$ cat config.mk
export PLATFORM = sky130hd
export DESIGN_NAME = rbb_core
export DESIGN_NICKNAME = d
export VERILOG_FILES = /design/src/rbb_pkg.sv /design/src/rbb_core.sv
export SDC_FILE = /design/constraint.sdc
export NUM_CORES = 1
export LEC_CHECK = 0
export BUFFER_PORTS_ARGS = -buffer_cell sky130_fd_sc_hd__buf_2
export CAP_MARGIN = 5
export CORE_MARGIN = 5
export CORE_UTILIZATION = 53
export CTS_CLUSTER_DIAMETER = 60
export DETAILED_ROUTE_END_ITERATION = 8
export GPL_TIMING_DRIVEN = 0
export PLACE_DENSITY = 0.67
export REMOVE_ABC_BUFFERS = 1
export SYNTH_ARGS = -nofsm -noshare
export SYNTH_HDL_FRONTEND = slang
export SYNTH_SLANG_ARGS = --single-unit
$ cat constraint.sdc
create_clock -name sys_clk -period 7.15 [get_ports sys_clk]
set_clock_uncertainty 0.2 [all_clocks]
set_input_delay 0.3575 -clock sys_clk [delete_from_list [all_inputs] [get_ports sys_clk]]
set_output_delay 0.3575 -clock sys_clk [all_outputs]
set_load 0.01 [all_outputs]
$ cat src/rbb_pkg.sv
// Behaviour
// - two-bit agc select: off, wide range, default best sensitivity, not recommended
// - agc-corrected signal strength readable at 0x10, half decibel per count
// - peak detector decays one count per 1.67us times 2^N
// - afc offset limited to limit times fxtal over 2^(if+chf+10)
// - zero offset limit holds synthesizer at centre, afc disabled
// - frequency error readable at 0x11 as signed 8-bit value
// - frequency error magnitude never exceeds 16 times the offset limit
// - afc restarts whenever receiver enters continuous or polled receive from idle
// - fsk, continuous receive and hold bit set: freeze afc on preamble match
// - hold-on-sync has no effect with ask modulation
// - pdf bw bit: 0 gives 0.6 rate bandwidth, 1 full rate
// - filtered output compared to threshold onto data pin, held high in polled receive; fsk threshold zero
// - ask threshold adapts to signal strength by one of two methods
// - method bit 0 selects precharged lowpass, 1 adaptive peak
// - lowpass bw bit affects only the precharged lowpass method
// - peak decay field affects only the adaptive peak discharge time
// - peak time constant field used only by the adaptive peak method
package rbb_pkg;
  localparam logic [7:0] ADDR_DEMOD = 8'h00;
  localparam logic [7:0] ADDR_AGC = 8'h01;
  localparam logic [7:0] ADDR_IFCHF = 8'h02;
  localparam logic [7:0] ADDR_PDF = 8'h03;
  localparam logic [7:0] ADDR_PEAK = 8'h05;
  localparam logic [7:0] ADDR_METHOD = 8'h06;
  localparam logic [7:0] ADDR_AFC1 = 8'h07;
  localparam logic [7:0] ADDR_AFC2 = 8'h08;
  localparam logic [7:0] ADDR_LO0 = 8'h09;
  localparam logic [7:0] ADDR_LO1 = 8'h0A;
  localparam logic [7:0] ADDR_LO2 = 8'h0B;
  localparam logic [7:0] ADDR_SIGNAL_STRENGTH_READING = 8'h10;
  localparam logic [7:0] ADDR_FEI = 8'h11;
  // reset values
  localparam logic [7:0] RST_AGC = 8'h26;
  localparam logic [7:0] RST_ZERO = 8'h00;
  // field positions
  localparam int DTC_LSB = 0;
  localparam int AGC_SEL_LSB = 0;
  localparam int AGC_TRIM_LSB = 2;
  localparam int SIGNAL_STRENGTH_READING_DECAY_TRIM_LSB = 6;
  localparam int IF_SEL_BIT = 0;
  localparam int CHF_LSB = 1;
  localparam int MOD_SEL_BIT = 4;
  localparam int RATE_FINE_LSB = 0;
  localparam int RATE_COARSE_LSB = 3;
  localparam int PDF_BW_BIT = 6;
  localparam int PEAK_TC_LSB = 0;
  localparam int PEAK_DECAY_LSB = 5;
  localparam int METHOD_BIT = 0;
  localparam int LP_BW_BIT = 1;
  localparam int AFC_LIMIT_LSB = 0;
  localparam int AFC_GAIN_LSB = 3;
  localparam int AFC_HOLD_BIT = 0;
  // timing
  localparam real CLK_PERIOD_NS = 10.0;
  localparam real SIGNAL_STRENGTH_READING_DECAY_US = 1.67;
  localparam int SIGNAL_STRENGTH_READING_DECAY_CYC = int'(SIGNAL_STRENGTH_READING_DECAY_US * 1000.0 / CLK_PERIOD_NS);
  localparam int AFC_FEI_PER_LIMIT = 16;
  localparam int AFC_WORD_SHIFT = 2;
  typedef enum logic [1:0] {
    RX_IDLE = 2'b00,
    RX_CONT = 2'b01,
    RX_POLL = 2'b10
  } rbb_rx_state_t;
  typedef enum logic [1:0] {
    AFC_OFF = 2'b00,
    AFC_TRACK = 2'b01,
    AFC_HOLD = 2'b10
  } rbb_afc_state_t;
  typedef struct packed {
    logic wr;
    logic rd;
    logic [7:0] addr;
    logic [7:0] wdata;
  } rbb_reg_req_t;
  typedef struct packed {
    logic sample_valid;
    logic signed [7:0] demod;
    logic signed [7:0] freq_err;
    logic [7:0] signal_strength_reading_raw;
    logic preamble_match;
  } rbb_bb_in_t;
endpackage

$ cat src/rbb_core.sv
`timescale 1ns/10ps
`default_nettype none
module rbb_core
  import rbb_pkg::*;
#(
  parameter logic [7:0] AGC_ATTACK_LVL = 8'hC0,
  parameter logic [7:0] AGC_STEP_CNT = 8'h3C
)
(
  input wire logic sys_clk,
  input wire logic reset,
  input wire rbb_reg_req_t reg_req,
  output logic [7:0] reg_rdata_q,
  input wire rbb_rx_state_t rx_state,
  input wire rbb_bb_in_t bb_in,
  output logic data_pin_q,
  output logic [23:0] lo_freq_word_q,
  output logic [1:0] agc_gain_step_q
);
  // ==========================================================
  // configuration registers
  logic [7:0] demod_q, agc_q, ifchf_q, pdf_q, peak_q, method_q;
  logic [7:0] afc1_q, afc2_q;
  logic [23:0] lo_center_word_q;
  logic [7:0] signal_strength_reading_peak_q;
  logic signed [7:0] fei_q;

  always_ff @(posedge sys_clk)
  begin
    if (reset)
    begin
      demod_q <= RST_ZERO;
      agc_q <= RST_AGC;
      ifchf_q <= RST_ZERO;
      pdf_q <= RST_ZERO;
      peak_q <= RST_ZERO;
      method_q <= RST_ZERO;
      afc1_q <= RST_ZERO;
      afc2_q <= RST_ZERO;
      lo_center_word_q <= 24'h000000;
    end
    else if (reg_req.wr)
    begin
      case (reg_req.addr)
        ADDR_DEMOD: demod_q <= reg_req.wdata;
        ADDR_AGC: agc_q <= reg_req.wdata;
        ADDR_IFCHF: ifchf_q <= reg_req.wdata;
        ADDR_PDF: pdf_q <= reg_req.wdata;
        ADDR_PEAK: peak_q <= reg_req.wdata;
        ADDR_METHOD: method_q <= reg_req.wdata;
        ADDR_AFC1: afc1_q <= reg_req.wdata;
        ADDR_AFC2: afc2_q <= reg_req.wdata;
        ADDR_LO0: lo_center_word_q[7:0] <= reg_req.wdata;
        ADDR_LO1: lo_center_word_q[15:8] <= reg_req.wdata;
        ADDR_LO2: lo_center_word_q[23:16] <= reg_req.wdata;
        default: ;
      endcase
    end
  end

  // read-back; readings have no side effect on read
  always_ff @(posedge sys_clk)
  begin
    if (reset)
      reg_rdata_q <= 8'h00;
    else if (reg_req.rd)
    begin
      case (reg_req.addr)
        ADDR_DEMOD: reg_rdata_q <= demod_q;
        ADDR_AGC: reg_rdata_q <= agc_q;
        ADDR_IFCHF: reg_rdata_q <= ifchf_q;
        ADDR_PDF: reg_rdata_q <= pdf_q;
        ADDR_PEAK: reg_rdata_q <= peak_q;
        ADDR_METHOD: reg_rdata_q <= method_q;
        ADDR_AFC1: reg_rdata_q <= afc1_q;
        ADDR_AFC2: reg_rdata_q <= afc2_q;
        ADDR_LO0: reg_rdata_q <= lo_center_word_q[7:0];
        ADDR_LO1: reg_rdata_q <= lo_center_word_q[15:8];
        ADDR_LO2: reg_rdata_q <= lo_center_word_q[23:16];
        ADDR_SIGNAL_STRENGTH_READING: reg_rdata_q <= signal_strength_reading_peak_q;
        ADDR_FEI: reg_rdata_q <= fei_q;
        default: reg_rdata_q <= 8'h00;
      endcase
    end
  end

  // field views
  logic [1:0] agc_operating_select;
  logic [3:0] agc_release_trim;
  logic [1:0] signal_strength_reading_decay_trim;
  logic [2:0] demod_time_control, channel_filter_select, afc_offset_limit;
  logic [2:0] pdf_rate_coarse;
  logic [1:0] afc_loop_gain, peak_thresh_decay;
  logic [4:0] peak_thresh_tc;
  logic if_sel, modulation_select, pdf_bw_select, ask_thresh_method;
  logic lowpass_thresh_bw, afc_hold_on_sync, rx_active;
  assign agc_operating_select = agc_q[AGC_SEL_LSB +: 2];
  assign agc_release_trim = agc_q[AGC_TRIM_LSB +: 4];
  assign signal_strength_reading_decay_trim = agc_q[SIGNAL_STRENGTH_READING_DECAY_TRIM_LSB +: 2];
  assign demod_time_control = demod_q[DTC_LSB +: 3];
  assign if_sel = ifchf_q[IF_SEL_BIT];
  assign channel_filter_select = ifchf_q[CHF_LSB +: 3];
  assign modulation_select = ifchf_q[MOD_SEL_BIT];
  assign pdf_rate_coarse = pdf_q[RATE_COARSE_LSB +: 3];
  assign pdf_bw_select = pdf_q[PDF_BW_BIT];
  assign peak_thresh_tc = peak_q[PEAK_TC_LSB +: 5];
  assign peak_thresh_decay = peak_q[PEAK_DECAY_LSB +: 2];
  assign ask_thresh_method = method_q[METHOD_BIT];
  assign lowpass_thresh_bw = method_q[LP_BW_BIT];
  assign afc_offset_limit = afc1_q[AFC_LIMIT_LSB +: 3];
  assign afc_loop_gain = afc1_q[AFC_GAIN_LSB +: 2];
  assign afc_hold_on_sync = afc2_q[AFC_HOLD_BIT];
  assign rx_active = (rx_state == RX_CONT) || (rx_state == RX_POLL);

  // ==========================================================
  // agc and signal strength
  logic [1:0] agc_max_step;
  logic [8:0] signal_strength_reading_corr;
  logic [4:0] decay_sum, decay_n;
  logic [31:0] decay_lim, decay_cnt_q;
  always_comb
  begin
    case (agc_operating_select)
      2'b00: agc_max_step = 2'd0;
      2'b01: agc_max_step = 2'd1;
      default: agc_max_step = 2'd2;
    endcase
  end

  always_ff @(posedge sys_clk)
  begin
    if (reset)
      agc_gain_step_q <= 2'd0;
    else if (agc_gain_step_q > agc_max_step)
      agc_gain_step_q <= agc_max_step;
    else if (bb_in.sample_valid)
    begin
      if (bb_in.signal_strength_reading_raw > AGC_ATTACK_LVL && agc_gain_step_q < agc_max_step)
        agc_gain_step_q <= agc_gain_step_q + 2'd1;
      else if (bb_in.signal_strength_reading_raw < {1'b0, agc_release_trim, 3'b000}
               && agc_gain_step_q != 2'd0)
        agc_gain_step_q <= agc_gain_step_q - 2'd1;
    end
  end

  assign signal_strength_reading_corr = {1'b0, bb_in.signal_strength_reading_raw}
                     + 9'(agc_gain_step_q * AGC_STEP_CNT);
  assign decay_sum = 5'(if_sel) + 5'(channel_filter_select)
                     + 5'(demod_time_control) + 5'(signal_strength_reading_decay_trim);
  assign decay_n = (decay_sum == 5'd0) ? 5'd0 : decay_sum - 5'd1;
  assign decay_lim = 32'(SIGNAL_STRENGTH_READING_DECAY_CYC) << decay_n;

  always_ff @(posedge sys_clk)
  begin
    if (reset)
    begin
      signal_strength_reading_peak_q <= 8'h00;
      decay_cnt_q <= 32'h00000000;
    end
    else if (bb_in.sample_valid && signal_strength_reading_corr >= {1'b0, signal_strength_reading_peak_q})
    begin
      signal_strength_reading_peak_q <= signal_strength_reading_corr[8] ? 8'hFF : signal_strength_reading_corr[7:0];
      decay_cnt_q <= 32'h00000000;
    end
    else if (decay_cnt_q >= decay_lim - 32'd1)
    begin
      if (signal_strength_reading_peak_q != 8'h00)
        signal_strength_reading_peak_q <= signal_strength_reading_peak_q - 8'h01;
      decay_cnt_q <= 32'h00000000;
    end
    else
      decay_cnt_q <= decay_cnt_q + 32'd1;
  end

  // ==========================================================
  // automatic frequency control
  rbb_afc_state_t afc_state_q;
  logic rx_active_q, afc_freeze;
  logic signed [9:0] fei_lim, fei_sum, fei_clamped;
  logic signed [23:0] lo_offset;
  logic [3:0] bw_k;
  assign afc_freeze = modulation_select && rx_state == RX_CONT
                      && afc_hold_on_sync && bb_in.preamble_match;
  assign fei_lim = 10'(AFC_FEI_PER_LIMIT) * $signed({7'd0, afc_offset_limit});
  assign fei_sum = (bb_in.sample_valid && afc_state_q == AFC_TRACK)
                   ? 10'(fei_q) + 10'(bb_in.freq_err >>> (2'd3 - afc_loop_gain))
                   : 10'(fei_q);
  always_comb
  begin
    if (fei_sum > fei_lim)
      fei_clamped = fei_lim;
    else if (fei_sum < -fei_lim)
      fei_clamped = -fei_lim;
    else
      fei_clamped = fei_sum;
  end

  always_ff @(posedge sys_clk)
  begin
    if (reset)
      rx_active_q <= 1'b0;
    else
      rx_active_q <= rx_active;
  end

  always_ff @(posedge sys_clk)
  begin
    if (reset)
      afc_state_q <= AFC_OFF;
    else if (!rx_active)
      afc_state_q <= AFC_OFF;
    else if (!rx_active_q)
      afc_state_q <= AFC_TRACK;
    else
    begin
      case (afc_state_q)
        AFC_OFF: afc_state_q <= AFC_TRACK;
        AFC_TRACK: if (afc_freeze) afc_state_q <= AFC_HOLD;
        AFC_HOLD: afc_state_q <= AFC_HOLD;
        default: afc_state_q <= AFC_OFF;
      endcase
    end
  end

  always_ff @(posedge sys_clk)
  begin
    if (reset)
      fei_q <= 8'sh00;
    else if (!rx_active || !rx_active_q || afc_offset_limit == 3'd0)
      fei_q <= 8'sh00;
    else
      fei_q <= fei_clamped[7:0];
  end

  // synth word moves fei * 2^(2 - if - chf) from the centre
  assign bw_k = 4'(if_sel) + 4'(channel_filter_select);
  assign lo_offset = (24'(fei_q) <<< AFC_WORD_SHIFT) >>> bw_k;
  always_ff @(posedge sys_clk)
  begin
    if (reset)
      lo_freq_word_q <= 24'h000000;
    else
      lo_freq_word_q <= lo_center_word_q + lo_offset;
  end

  // ==========================================================
  // post demodulation filter and decision threshold
  logic signed [15:0] pdf_acc_q, lp_acc_q, pdf_in;
  logic signed [16:0] pdf_diff, lp_diff;
  logic signed [7:0] pdf_y, lp_thr, hi_q, lo_q, thr;
  logic [3:0] pdf_sh, lp_sh;
  logic [11:0] pk_cnt_q, pk_lim;
  assign pdf_sh = 4'(pdf_rate_coarse) + (pdf_bw_select ? 4'd0 : 4'd1);
  assign lp_sh = pdf_sh + (lowpass_thresh_bw ? 4'd2 : 4'd3);
  assign pk_lim = 12'({7'd0, peak_thresh_tc} + 12'd1) << peak_thresh_decay;
  assign pdf_in = {bb_in.demod, 8'h00};
  assign pdf_diff = 17'(pdf_in) - 17'(pdf_acc_q);
  assign lp_diff = 17'(pdf_acc_q) - 17'(lp_acc_q);
  assign pdf_y = pdf_acc_q[15:8];
  assign lp_thr = lp_acc_q[15:8];
  always_comb
  begin
    if (modulation_select)
      thr = 8'sh00;
    else if (!ask_thresh_method)
      thr = lp_thr;
    else
      thr = 8'((10'(hi_q) + 10'(lo_q)) >>> 1);
  end

  always_ff @(posedge sys_clk)
  begin
    if (reset)
      pdf_acc_q <= 16'sh0000;
    else if (bb_in.sample_valid)
      pdf_acc_q <= pdf_acc_q + 16'(pdf_diff >>> pdf_sh);
  end

  // lowpass threshold precharged from the filter at receive entry
  always_ff @(posedge sys_clk)
  begin
    if (reset)
      lp_acc_q <= 16'sh0000;
    else if (rx_active && !rx_active_q)
      lp_acc_q <= pdf_acc_q;
    else if (bb_in.sample_valid)
      lp_acc_q <= lp_acc_q + 16'(lp_diff >>> lp_sh);
  end

  // peak and valley track the filter and discharge toward each other
  always_ff @(posedge sys_clk)
  begin
    if (reset || (rx_active && !rx_active_q))
    begin
      hi_q <= 8'sh00;
      lo_q <= 8'sh00;
      pk_cnt_q <= 12'h000;
    end
    else if (bb_in.sample_valid)
    begin
      pk_cnt_q <= (pk_cnt_q >= pk_lim - 12'd1) ? 12'h000 : pk_cnt_q + 12'd1;
      if (pdf_y > hi_q)
        hi_q <= pdf_y;
      else if (pk_cnt_q >= pk_lim - 12'd1 && hi_q > lo_q)
        hi_q <= hi_q - 8'sh01;
      if (pdf_y < lo_q)
        lo_q <= pdf_y;
      else if (pk_cnt_q >= pk_lim - 12'd1 && lo_q < hi_q)
        lo_q <= lo_q + 8'sh01;
    end
  end

  always_ff @(posedge sys_clk)
  begin
    if (reset)
      data_pin_q <= 1'b0;
    else if (rx_state == RX_POLL)
      data_pin_q <= 1'b1;
    else if (bb_in.sample_valid)
      data_pin_q <= pdf_y > thr;
  end

  // ==========================================================
  // checks
  agc_off_a: assert property (@(posedge sys_clk) disable iff (reset)
    agc_operating_select == 2'b00 |=> agc_gain_step_q == 2'd0)
    else $error("agc step nonzero with agc off");
  signal_strength_reading_read_a: assert property (@(posedge sys_clk) disable iff (reset)
    reg_req.rd && reg_req.addr == ADDR_SIGNAL_STRENGTH_READING |=> reg_rdata_q == $past(signal_strength_reading_peak_q))
    else $error("signal strength read mismatch");
  fei_clamp_a: assert property (@(posedge sys_clk) disable iff (reset)
    1'b1 |=> 10'(fei_q) <= $past(fei_lim) && 10'(fei_q) >= -$past(fei_lim))
    else $error("frequency error beyond limit");
  afc_zero_a: assert property (@(posedge sys_clk) disable iff (reset)
    afc_offset_limit == 3'd0 |=> fei_q == 8'sh00 ##1 lo_freq_word_q == $past(lo_center_word_q))
    else $error("afc active with zero limit");
  afc_start_a: assert property (@(posedge sys_clk) disable iff (reset)
    rx_active && !rx_active_q |=> afc_state_q == AFC_TRACK && fei_q == 8'sh00)
    else $error("afc not restarted on receive entry");
  afc_freeze_a: assert property (@(posedge sys_clk) disable iff (reset)
    afc_state_q == AFC_TRACK && afc_freeze && rx_active_q && rx_active
    |=> afc_state_q == AFC_HOLD)
    else $error("afc not frozen on preamble");
  ask_no_hold_a: assert property (@(posedge sys_clk) disable iff (reset)
    afc_state_q == AFC_TRACK && !modulation_select |=> afc_state_q != AFC_HOLD)
    else $error("afc froze in ask mode");
  fsk_decide_a: assert property (@(posedge sys_clk) disable iff (reset)
    modulation_select && bb_in.sample_valid && rx_state == RX_CONT
    |=> data_pin_q == ($past(pdf_y) > 8'sh00))
    else $error("fsk decision not against zero");
  cfg_keep_a: assert property (@(posedge sys_clk) disable iff (reset)
    !reg_req.wr |=> $stable(afc1_q) && $stable(method_q) && $stable(pdf_q))
    else $error("configuration changed without write");
endmodule
`default_nettype wire

==> results of run 1 <==
## through the flow
step           instances  utilization [%]  hold WS (ps)  power, mW  TNS, ps
3_5_place_dp        3186             54.8           246       6.85   -20910
2_1_floorplan       2576                -           227       5.67        0
6_report            3254             58.4          26.9       8.75        0
4_1_cts             3251             58.0          2.49       8.66        0
5_1_grt             3254             58.4          19.3       9.51        0
3_3_place_gp        3183             54.6           241       6.71   -16840
## registers in the layout (all words and copies together) (netlist names), 8 cells and up
signal and flops:
afc1_q 8, afc2_q 8, agc_q 8, decay_cnt_q 32, demod_q 8, fei_q 8
hi_q 8, ifchf_q 8, lo_center_word_q 24, lo_freq_word_q 24, lo_q 8, lp_acc_q 16
method_q 8, pdf_acc_q 16, pdf_q 8, peak_q 8, pk_cnt_q 12, reg_rdata_q 8
signal_strength_reading_peak_q 8
## layer usage
metal / part of all wire, % / vias up / global-route usage [%]
li1: - / 9769 / -
met1: 46 / 9300 / 35.2
met2: 45 / 564 / 41.9
met3: 6.0 / 106 / 4.07
met4: 2.5 / 0 / 7.70
met5: 0 / - / 0
## final cells by class
type                    instances  share of cell area [%]
inverters                     139                    2.27
clock buffers                  43                    4.24
flip-flops and latches        234                    20.3
clock inverters                16                   0.853
repair buffers                 94                    2.55
multi-input cells            2203                    66.9
well taps                     525                    2.85
## cells by family (layout without fill, tap and decap cells)
| family | after synthesis | in the layout |
|---|---|---|
| simple gates | 932 | 932 |
| compound gates | 704 | 704 |
| buf+inv | 270 | 292 |
| fa+ha+maj | 237 | 237 |
| flops | 234 | 234 |
| mux | 169 | 169 |
| xor+xnor | 161 | 161 |
## worst max-delay path, stage by stage (launching register included)
cell and delay, ps:
dfxtp_1 420, fa_1 450, ha_1 250, fa_2 580, inv_1 80, ha_4 220, and2b_1 180, a21oi_1 140
o211a_2 360, mux2i_1 200, a22oi_2 300, nand3_1 210, or3_4 460, or2_1 330, a21oi_2 140, xor2_1 110
ha_1 190, a21o_1 150, a21o_1 160, a21oi_1 130, o21ai_0 130, a21o_1 200, a21oi_1 220, nand2_1 160
nor2_4 210, nand2_8 170, a21oi_1 230
## where the power goes
part | leakage (nW) | switching, mW | total, mW | internal (mW)
Combinational | 7.50 | 3.05 | 5.29 | 2.24
Clock | 0.570 | 0.675 | 1.76 | 1.09
Sequential | 1.90 | 0.259 | 1.70 | 1.45
Total | 9.97 | 3.98 | 8.75 | 4.77
## timing repair
action                     CTS  global route
hold endpoints to repair     9             0
setup endpoints to repair   39            45
hold buffers                 6             0
resized for setup            9            23
setup buffers                0             1
pin swaps                    0             1
## worst paths after layout
check	end	slack (ps)	from
min	ifchf_q[5]$_SDFFE_PP0P_	30	reg_req[5]
max	decay_cnt_q[17]$_SDFF_PP0_	440	agc_q[6]$_SDFFE_PP0P_
min reg2reg	ifchf_q[6]$_SDFFE_PP0P_	250	ifchf_q[6]$_SDFFE_PP0P_
max reg2reg	decay_cnt_q[17]$_SDFF_PP0_	440	agc_q[6]$_SDFFE_PP0P_
## cells in the mapped netlist, drive strengths merged (11+ instances only)
cell type	n	area, um2
clkbuf	108	407
a311oi	11	96.3
buf	23	123
a211oi	51	393
or2	15	93.8
nor2b	39	244
mux4	13	293
o22ai	14	87.6
nand3	84	420
nand2	232	873
a211o	13	114
nor2	347	1310
mux2	29	327
ha	227	2840
o21bai	14	105
nand4	32	200
a221oi	21	184
o31ai	14	119
xor2	56	498
dfxtp	234	4680
inv	137	514
a22oi	18	140
or3	13	86.3
o211ai	13	97.6
a21o	37	278
and2	16	103
a31oi	23	144
mux2i	127	1270
a21oi	217	1100
and3	33	206
o21ai	151	759
xnor2	105	946
nor3	42	221
nand2b	36	225
o21a	16	120
==> flow_metrics.py, run 1 <==
metrics = {
    "status": {
        "outcome": "finished, final reports clean",
    },
    "route": {
        "drt_wl_total_um": 58500,
        "vias_per_cell": 6.07,
        "antenna_left": 0,
        "drtPass1Iterations": 8,
        "wl_per_cell_um": 18.0,
        "drc": 0,
        "drtIter0Drc": 1650,
        "vias": 19739,
    },
    "placement": {
        "pre_cts_ws_ps": -719,
        "port_buffers": 82,
        "hpwlAfterDp_um": 43200,
        "place_area_mm2": 0.0216,
        "gp_congestion": 0.916,
    },
    "clock_tree": {
        "cts_buffer_depth": 3,
        "cts-root-buf": "clkbuf_16",
        "cts.htree.levels": 2,
        "cts_sinks": 234,
        "cts_buffers": 34,
        "path_clk_slew_ps": 60,
        "cts_tree": "built",
        "clkLatencyLatePin_ps": 540,
    },
    "sta": {
        "worst_pin_slew_ps": 1290,
        "hold_viol_final": 0,
        "finalMaxSlewViolations": 0,
        "setup_viol": 0,
        "period_share_pct": 93.9,
        "min_period_ps": 6710,
        "setup_slack_ps": 437,
        "maxSlewHeadroom_pct": 13.6,
        "rsz0062_at_grt": "false",
        "fmax_ghz": 0.149,
    },
    "yosys": {
        "ys_warn_count": 0,
        "async_reset_ff_share_pct": 0,
        "synth.distinct_cells": 100,
        "synth_area_mm2": 0.0210,
        "yosys.area_share.xor_xnor_pct": 6.87,
        "synthMuxAreaShare_pct": 9.00,
        "synth_fa_ha_area_share_pct": 14.5,
        "yosys.area_share.simple_pct": 20.6,
        "synth_compound_area_share_pct": 21.8,
        "ys_seq_elements": 234,
        "synth_top_family_by_area": "compound AO/OA/AOI/OAI gates",
        "synth_edf_count": 0,
        "syn_area_per_cell_um2": 7.76,
        "syn-instance-count": 2707,
        "ys.flop_type": "dfxtp_1",
        "yosysSeqAreaShare_pct": 22.3,
    },
    "floorplanning": {
        "ioPinCount": 83,
        "start_util_pct": 53.2,
        "core_mm2": 0.0395,
        "die_y_um": 209,
        "fp-row-count": 73,
        "die_w_um": 209,
        "die_area_mm2": 0.0437,
    },
    "cells_and_area": {
        "final_cell_mix": "nor2_1, dfxtp_1, nand2_1",
        "multiInputGateArea_mm2": 0.0154,
        "final_cell_area_mm2": 0.0230,
        "antenna_cells": 0,
        "num-nets-final": 2991,
        "n_fill_cell": 3683,
        "synthToLayoutAreaGrowth_pct": 9.63,
        "layout-drive-gt1-share_pct": 9.34,
        "layout_commonest_cell": "nor2_1",
        "register_area_mm2": 0.00469,
    },
    "global_routing": {
        "grtUsageTotal_pct": 25.7,
        "grt.overflow.total": 0,
        "grt_antenna_before_repair": 0,
        "grt_start_max_net_pins": 87,
        "grt_pass1_wl_um": 94700,
        "grt_pass1_vias": 18473,
    },
    "job": {
        "maxCapViolations": 0,
    },
    "worst_setup_path": {
        "worst_ep_arrival_time_ps": 6960,
        "cp-start-kind": "flip-flop",
        "crit_type": "reg -> reg",
        "cp_max_fo": 31,
        "reg2regPathDepth": 26,
        "worst_ep_required_time_ps": 7390,
        "crit_path_end_kind": "flip-flop",
    },
    "hold_path": {
        "hold_class": "in -> reg",
        "hold_depth": 3,
    },
    "pwr": {
        "cellPowerDensity_mw_per_mm2": 380,
        "ir_worst_vdd_uv": 209,
        "leakage_nw": 9.97,
    },
}
Note: power is estimated with default switching activity, not from simulation.
==> run 2, diff against run 1 <==
--- a/config.mk
+++ b/config.mk
@@ -12,6 +12,7 @@
 export CTS_CLUSTER_DIAMETER = 60
 export DETAILED_ROUTE_END_ITERATION = 8
 export GPL_TIMING_DRIVEN = 0
+export HOLD_SLACK_MARGIN = 0.05
 export PLACE_DENSITY = 0.67
 export REMOVE_ABC_BUFFERS = 1
 export SYNTH_ARGS = -nofsm -noshare
==> flow_metrics.py, run 2 (same netlist as run 1, synthesis figures left out) <==
metrics = {
    "status": {
        "outcome": "finished, final reports clean",
    },
    "pwr": {
        "ir_worst_vdd_uv": 210,
        "leakage_nw": 10.0,
        "cellPowerDensity_mw_per_mm2": 379,
    },
    "route": {
        "drc": 0,
        "drtIter0Drc": 1795,
        "vias": 19816,
        "antenna_left": 0,
        "drtPass1Iterations": 6,
        "drt_wl_total_um": 58700,
        "vias_per_cell": 6.08,
        "wl_per_cell_um": 18.0,
    },
    "worst_setup_path": {
        "cp_common_cell": "a21oi_1",
        "crit_path_max_incr_delay_ps": 630,
        "rrSetupSlack_ps": 440,
        "worst_ep_required_time_ps": 7390,
        "cp-start-kind": "flip-flop",
        "critical-path-top-delay-family": "compound AO/OA/AOI/OAI gates",
        "crit_type": "reg -> reg",
        "crit_buf_inv": 1,
        "worst_ep_arrival_time_ps": 6950,
        "cp_slowest_cell": "fa_2",
        "cp_max_fo": 31,
        "crit_path_end_kind": "flip-flop",
    },
    "floorplanning": {
        "core_mm2": 0.0395,
        "ioPinCount": 83,
        "die_y_um": 209,
        "start_util_pct": 53.2,
        "fp-row-count": 73,
        "die_w_um": 209,
        "die_area_mm2": 0.0437,
    },
    "cells_and_area": {
        "num-nets-final": 2998,
        "layout_commonest_cell": "nor2_1",
        "antenna_cells": 0,
        "top_register": "decay_cnt_q",
        "final_cell_mix": "nor2_1, dfxtp_1, nand2_1",
        "reg_top3": "decay_cnt_q (32), lo_center_word_q (24), lo_freq_word_q (24)",
        "largest_reg_flops": 32,
        "synthToLayoutAreaGrowth_pct": 9.97,
        "layout-drive-gt1-share_pct": 9.32,
    },
    "sta": {
        "rsz0062_at_grt": "false",
        "worst_pin_slew_ps": 1230,
        "fmax_ghz": 0.149,
        "finalMaxSlewViolations": 0,
        "period_share_pct": 93.9,
        "holdWs_ps": 71.3,
        "hold_viol_final": 0,
        "min_period_ps": 6710,
        "setup_viol": 0,
        "maxSlewHeadroom_pct": 17.4,
        "setup-tns-final_ps": 0,
    },
    "job": {
        "maxCapViolations": 0,
    },
    "clock_tree": {
        "clkLatencyLatePin_ps": 540,
        "cts_tree": "built",
        "cts_sinks": 234,
        "cts.htree.levels": 2,
        "cts_buffers": 34,
        "cts-root-buf": "clkbuf_16",
        "cts_buffer_depth": 3,
        "path_clk_slew_ps": 60,
    },
    "placement": {
        "port_buffers": 82,
        "hpwlAfterDp_um": 43200,
        "gp_congestion": 0.916,
    },
    "global_routing": {
        "grt.overflow.total": 0,
        "grt_start_max_net_pins": 87,
        "grt_antenna_before_repair": 0,
        "grt_pass1_wl_um": 95000,
        "grtUsageTotal_pct": 25.8,
        "grt_pass1_vias": 18498,
    },
    "hold_path": {
        "hold_class": "in -> reg",
    },
}
==> run 2: cell count changes in the layout (fill, tap and decap cells not counted) <==
cell           previous run  this run
dlygate4sd3_1             6        13
==> run 2: worst paths after layout <==
check	start	cells after the start	to
worst max-delay path	ifchf_q[2]$_SDFFE_PP0P_	25	decay_cnt_q[17]$_SDFF_PP0_
worst min-delay path	reset	2	agc_gain_step_q[0]$_SDFFE_PP0P_
worst max register to register	ifchf_q[2]$_SDFFE_PP0P_	25	decay_cnt_q[17]$_SDFF_PP0_
worst min register to register	ifchf_q[7]$_SDFFE_PP0P_	2	ifchf_q[7]$_SDFFE_PP0P_
==> run 2: worst register-to-register path, cell delays in order, from the launching register on <==
cell and delay [ps]:
dfxtp_1 540, fa_1 540, fa_2 630, inv_1 80, ha_4 220, and2b_1 190
a21oi_1 140, o211a_2 360, mux2i_1 210, a22oi_2 300, nand3_1 210, or3_4 460
or2_1 330, a21oi_2 140, xor2_1 110, ha_1 190, a21o_1 150, a21o_1 160
a21oi_1 130, o21ai_0 130, a21o_1 200, a21oi_1 220, nand2_1 160, nor2_4 210
nand2_8 170, a21oi_1 230
==> run 2: power by group <==
| part | internal, mW | switching (mW) |
|---|---|---|
| Sequential | 1.45 | 0.260 |
| Clock | 1.08 | 0.676 |
| Combinational | 2.24 | 3.06 |
==> run 2: what timing repair did <==
item	in CTS	in global routing
setup endpoints to repair	39	45
endpoints found under the hold margin	56	0
pin swaps	0	1
resized for setup	9	23
setup buffers	0	1
hold buffers	13	0
==> run 2: per-stage QoR <==
step	total power [mW]	instance area, um2	util [%]	cells	setup WS [ps]
after global placement	6.71	21500	54.6	3183	-579
final	8.77	23100	58.5	3261	438
after CTS	8.67	23000	58.2	3258	33.8
after floorplan	5.67	20500	-	2576	671
after global routing	9.52	23100	58.5	3261	22.4
after detailed placement	6.85	21600	54.8	3186	-719
==> run 2: cell type report <==
cell class              instances  area, um2
flip-flops and latches        234       4690
fillers                      3674      16400
clock buffers                  43        976
inverters                     139        523
repair buffers                101        658
clock inverters                16        196
multi-input cells            2203      15400
well taps                     525        657
==> run 2: per-layer routing <==
layer  share of wire (%)  track usage (%)
met1                  46             35.3
met4                 2.6             7.63
met2                  45             42.1
met5                   0                0
met3                 6.3             4.08
==> run 3, diff against run 2 <==
--- a/config.mk
+++ b/config.mk
@@ -5,6 +5,7 @@
 export SDC_FILE = /design/constraint.sdc
 export NUM_CORES = 1
 export LEC_CHECK = 0
+export ABC_AREA = 1
 export BUFFER_PORTS_ARGS = -buffer_cell sky130_fd_sc_hd__buf_2
 export CAP_MARGIN = 5
 export CORE_MARGIN = 5
==> flow_metrics.py, run 3 <==
metrics = {
    "worst_setup_path": {
        "crit_path_end_kind": "flip-flop",
        "reg2regPathDepth": 23,
        "crit_type": "reg -> reg",
        "rr_startpoint": "pdf_q[6]$_SDFFE_PP0P_",
        "rrSetupSlack_ps": 530,
        "r2r-end": "lp_acc_q[12]$_SDFFE_PP0P_",
        "worst_ep_required_time_ps": 7340,
        "worst_ep_arrival_time_ps": 6820,
        "cp-start-kind": "flip-flop",
        "cp_max_fo": 20,
    },
    "route": {
        "vias": 20846,
        "vias_per_cell": 5.53,
        "drtPass1Iterations": 6,
        "drc": 0,
        "drt_wl_total_um": 59600,
        "wl_per_cell_um": 15.8,
        "antenna_left": 0,
        "drtIter0Drc": 1588,
    },
    "yosys": {
        "yosys.area_share.simple_pct": 27.0,
        "synth_top_area_share_pct": 22.7,
        "ys_seq_elements": 234,
        "ys_warn_count": 0,
        "syn-instance-count": 3168,
        "synth_area_mm2": 0.0207,
        "synth.distinct_cells": 62,
        "synth_compound_area_share_pct": 20.2,
        "yosysSeqAreaShare_pct": 22.7,
        "async_reset_ff_share_pct": 0,
        "synthMuxAreaShare_pct": 0.436,
        "yosys.area_share.xor_xnor_pct": 5.43,
        "synth_area_leaders": "dfxtp_1, ha_1, nand2_1",
        "synth.top_cells.by_count": "nand2_1, inv_1, a21oi_1",
        "synth_top_area_cell": "dfxtp_1",
        "ys.flop_type": "dfxtp_1",
        "syn_area_per_cell_um2": 6.52,
        "yosysMostFrequentCell": "nand2_1",
        "synth_fa_ha_area_share_pct": 14.7,
        "synth_edf_count": 0,
        "synth_top_family_by_area": "simple AND/OR/NAND/NOR gates",
    },
    "status": {
        "outcome": "finished, final reports clean",
    },
    "clock_tree": {
        "cts_tree": "built",
        "cts_buffers": 36,
        "cts-root-buf": "clkbuf_16",
        "cts_buffer_depth": 3,
        "path_clk_slew_ps": 60,
        "cts.htree.levels": 2,
        "clkLatencyLatePin_ps": 570,
        "cts_sinks": 234,
    },
    "pwr": {
        "comb_power_share_pct": 61.2,
        "p_sw_mw": 4.37,
        "cellPowerDensity_mw_per_mm2": 389,
        "finalPower_mw": 8.87,
        "ir_worst_vdd_uv": 177,
        "p_sw_share_pct": 49.3,
        "internal-power_mw": 4.49,
        "leakage_nw": 10.8,
        "pwr-share-seq_pct": 19.0,
        "p_clk_share_pct": 19.8,
    },
    "sta": {
        "min_period_ps": 6620,
        "setup_viol": 0,
        "rsz0062_at_grt": "false",
        "holdWs_ps": 109,
        "hold_viol_final": 0,
        "fmax_ghz": 0.151,
        "setup-tns-final_ps": 0,
        "maxSlewHeadroom_pct": 22.5,
        "worst_pin_slew_ps": 1160,
        "finalMaxSlewViolations": 0,
        "period_share_pct": 92.6,
    },
    "global_routing": {
        "grt_start_max_net_pins": 103,
        "grt.overflow.total": 0,
        "grtUsageTotal_pct": 26.6,
        "grt_pass1_wl_um": 97000,
        "grt_pass1_vias": 19626,
        "grt_antenna_before_repair": 0,
    },
    "cells_and_area": {
        "antenna_cells": 0,
        "final_cell_mix": "nand2_1, inv_1, a21oi_1",
        "largest_reg_flops": 32,
        "final_cell_area_mm2": 0.0228,
        "reg_top3": "decay_cnt_q (32), lo_center_word_q (24), lo_freq_word_q (24)",
        "layout_commonest_cell": "nand2_1",
        "top_register": "decay_cnt_q",
        "layout-drive-gt1-share_pct": 7.29,
        "synthToLayoutAreaGrowth_pct": 10.2,
        "num-nets-final": 3510,
        "final_core_util_pct": 58.9,
    },
    "hold_path": {
        "hp-start": "reg_req[17]",
        "holdPathEnd": "lo_center_word_q[7]$_SDFFE_PP0P_",
        "hold_depth": 3,
        "hold_class": "in -> reg",
    },
    "job": {
        "maxCapViolations": 0,
    },
    "placement": {
        "gp_congestion": 0.969,
        "port_buffers": 82,
        "place_area_mm2": 0.0214,
        "hpwlAfterDp_um": 45300,
    },
    "floorplanning": {
        "core_mm2": 0.0386,
        "start_util_pct": 53.5,
        "die_w_um": 207,
        "ioPinCount": 83,
        "die_area_mm2": 0.0430,
        "die_y_um": 207,
        "fp-row-count": 72,
    },
}
## run 3: cell types whose count changed after synthesis, sizes merged, moves of 103 or more
cell / change
o21ai: +164
inv: +297
nand3: +104
mux2i: -118
nor2: -103
nand2: +458
## run 3: area by class of cell
class	instances	area (um2)
fill	3793	15900
multi-input combinational	2415	14000
clock buffer	46	978
timing repair buffer	98	586
clock inverter	18	198
tap	518	648
sequential	234	4680
inverter	440	1660
## run 3: stage by stage
stage               cells  setup slack [ps]
CTS                  3767              55.2
global route         3769              47.0
global placement     3689              -377
detailed placement   3690              -409
floorplan            3089              1640
finish               3769               527
## run 3: worst max path at each step
stage | from | endpoint | slack [ps] | depth (start not counted)
2_1_floorplan | demod_q[0]$_SDFFE_PP0P_ | decay_cnt_q[11]$_SDFF_PP0_ | 1640 | 29
3_3_place_gp | ifchf_q[1]$_SDFFE_PP0P_ | decay_cnt_q[12]$_SDFF_PP0_ | -380 | 28
3_5_place_dp | ifchf_q[1]$_SDFFE_PP0P_ | decay_cnt_q[22]$_SDFF_PP0_ | -410 | 28
4_1_cts | ifchf_q[1]$_SDFFE_PP0P_ | signal_strength_reading_peak_q[0]$_SDFFE_PP0P_ | 60 | 30
5_1_grt | ifchf_q[1]$_SDFFE_PP0P_ | decay_cnt_q[11]$_SDFF_PP0_ | 50 | 27
6_report | pdf_q[6]$_SDFFE_PP0P_ | lp_acc_q[12]$_SDFFE_PP0P_ | 530 | 23
## run 3: power by group through the flow
stage / Clock [mW] / Sequential [mW] / Combinational (mW)
6_report: 1.76 / 1.68 / 5.43
5_1_grt: 1.85 / 1.70 / 6.15
4_1_cts: 1.79 / 1.67 / 5.35
3_5_place_dp: 0 / 1.70 / 5.30
3_3_place_gp: 0 / 1.70 / 5.18
2_1_floorplan: 0 / 1.61 / 4.13
## run 3: kinds of logic after synthesis
family          Yosys count
fa+ha+maj               237
compound gates          770
xor+xnor                125
mux                       9
simple gates           1274
flops                   234
buf+inv                 519
## run 3: repair_timing
item,CTS,global route
endpoints found under the hold margin,68,0
resized for setup,2,4
hold buffers,13,0
endpoints found under the setup margin,32,41
buffers inserted,0,0
## run 3: layer usage
| layer | routed length (um) | global-route usage, % |
|---|---|---|
| met4 | 1900 | 9.51 |
| met1 | 27400 | 35.1 |
| met2 | 27500 | 44.9 |
| met3 | 2810 | 3.13 |
| met5 | 0 | 0 |
## run 3: worst max-delay path, cell delays in order (launching register included)
cell,delay (ps)
dfxtp_1,320
inv_1,70
ha_1,200
ha_1,650
inv_1,450
ha_1,350
xor2_1,710
clkinvlp_4,560
nand2_1,200
nand3_1,100
o21a_1,160
ha_1,210
fa_1,410
nand3_1,90
o211ai_1,130
nand2_1,90
nand2_1,40
a21oi_1,300
o21ai_0,190
a21boi_0,390
o21ai_0,180
or2_2,300
nand2_1,70
a31oi_1,70
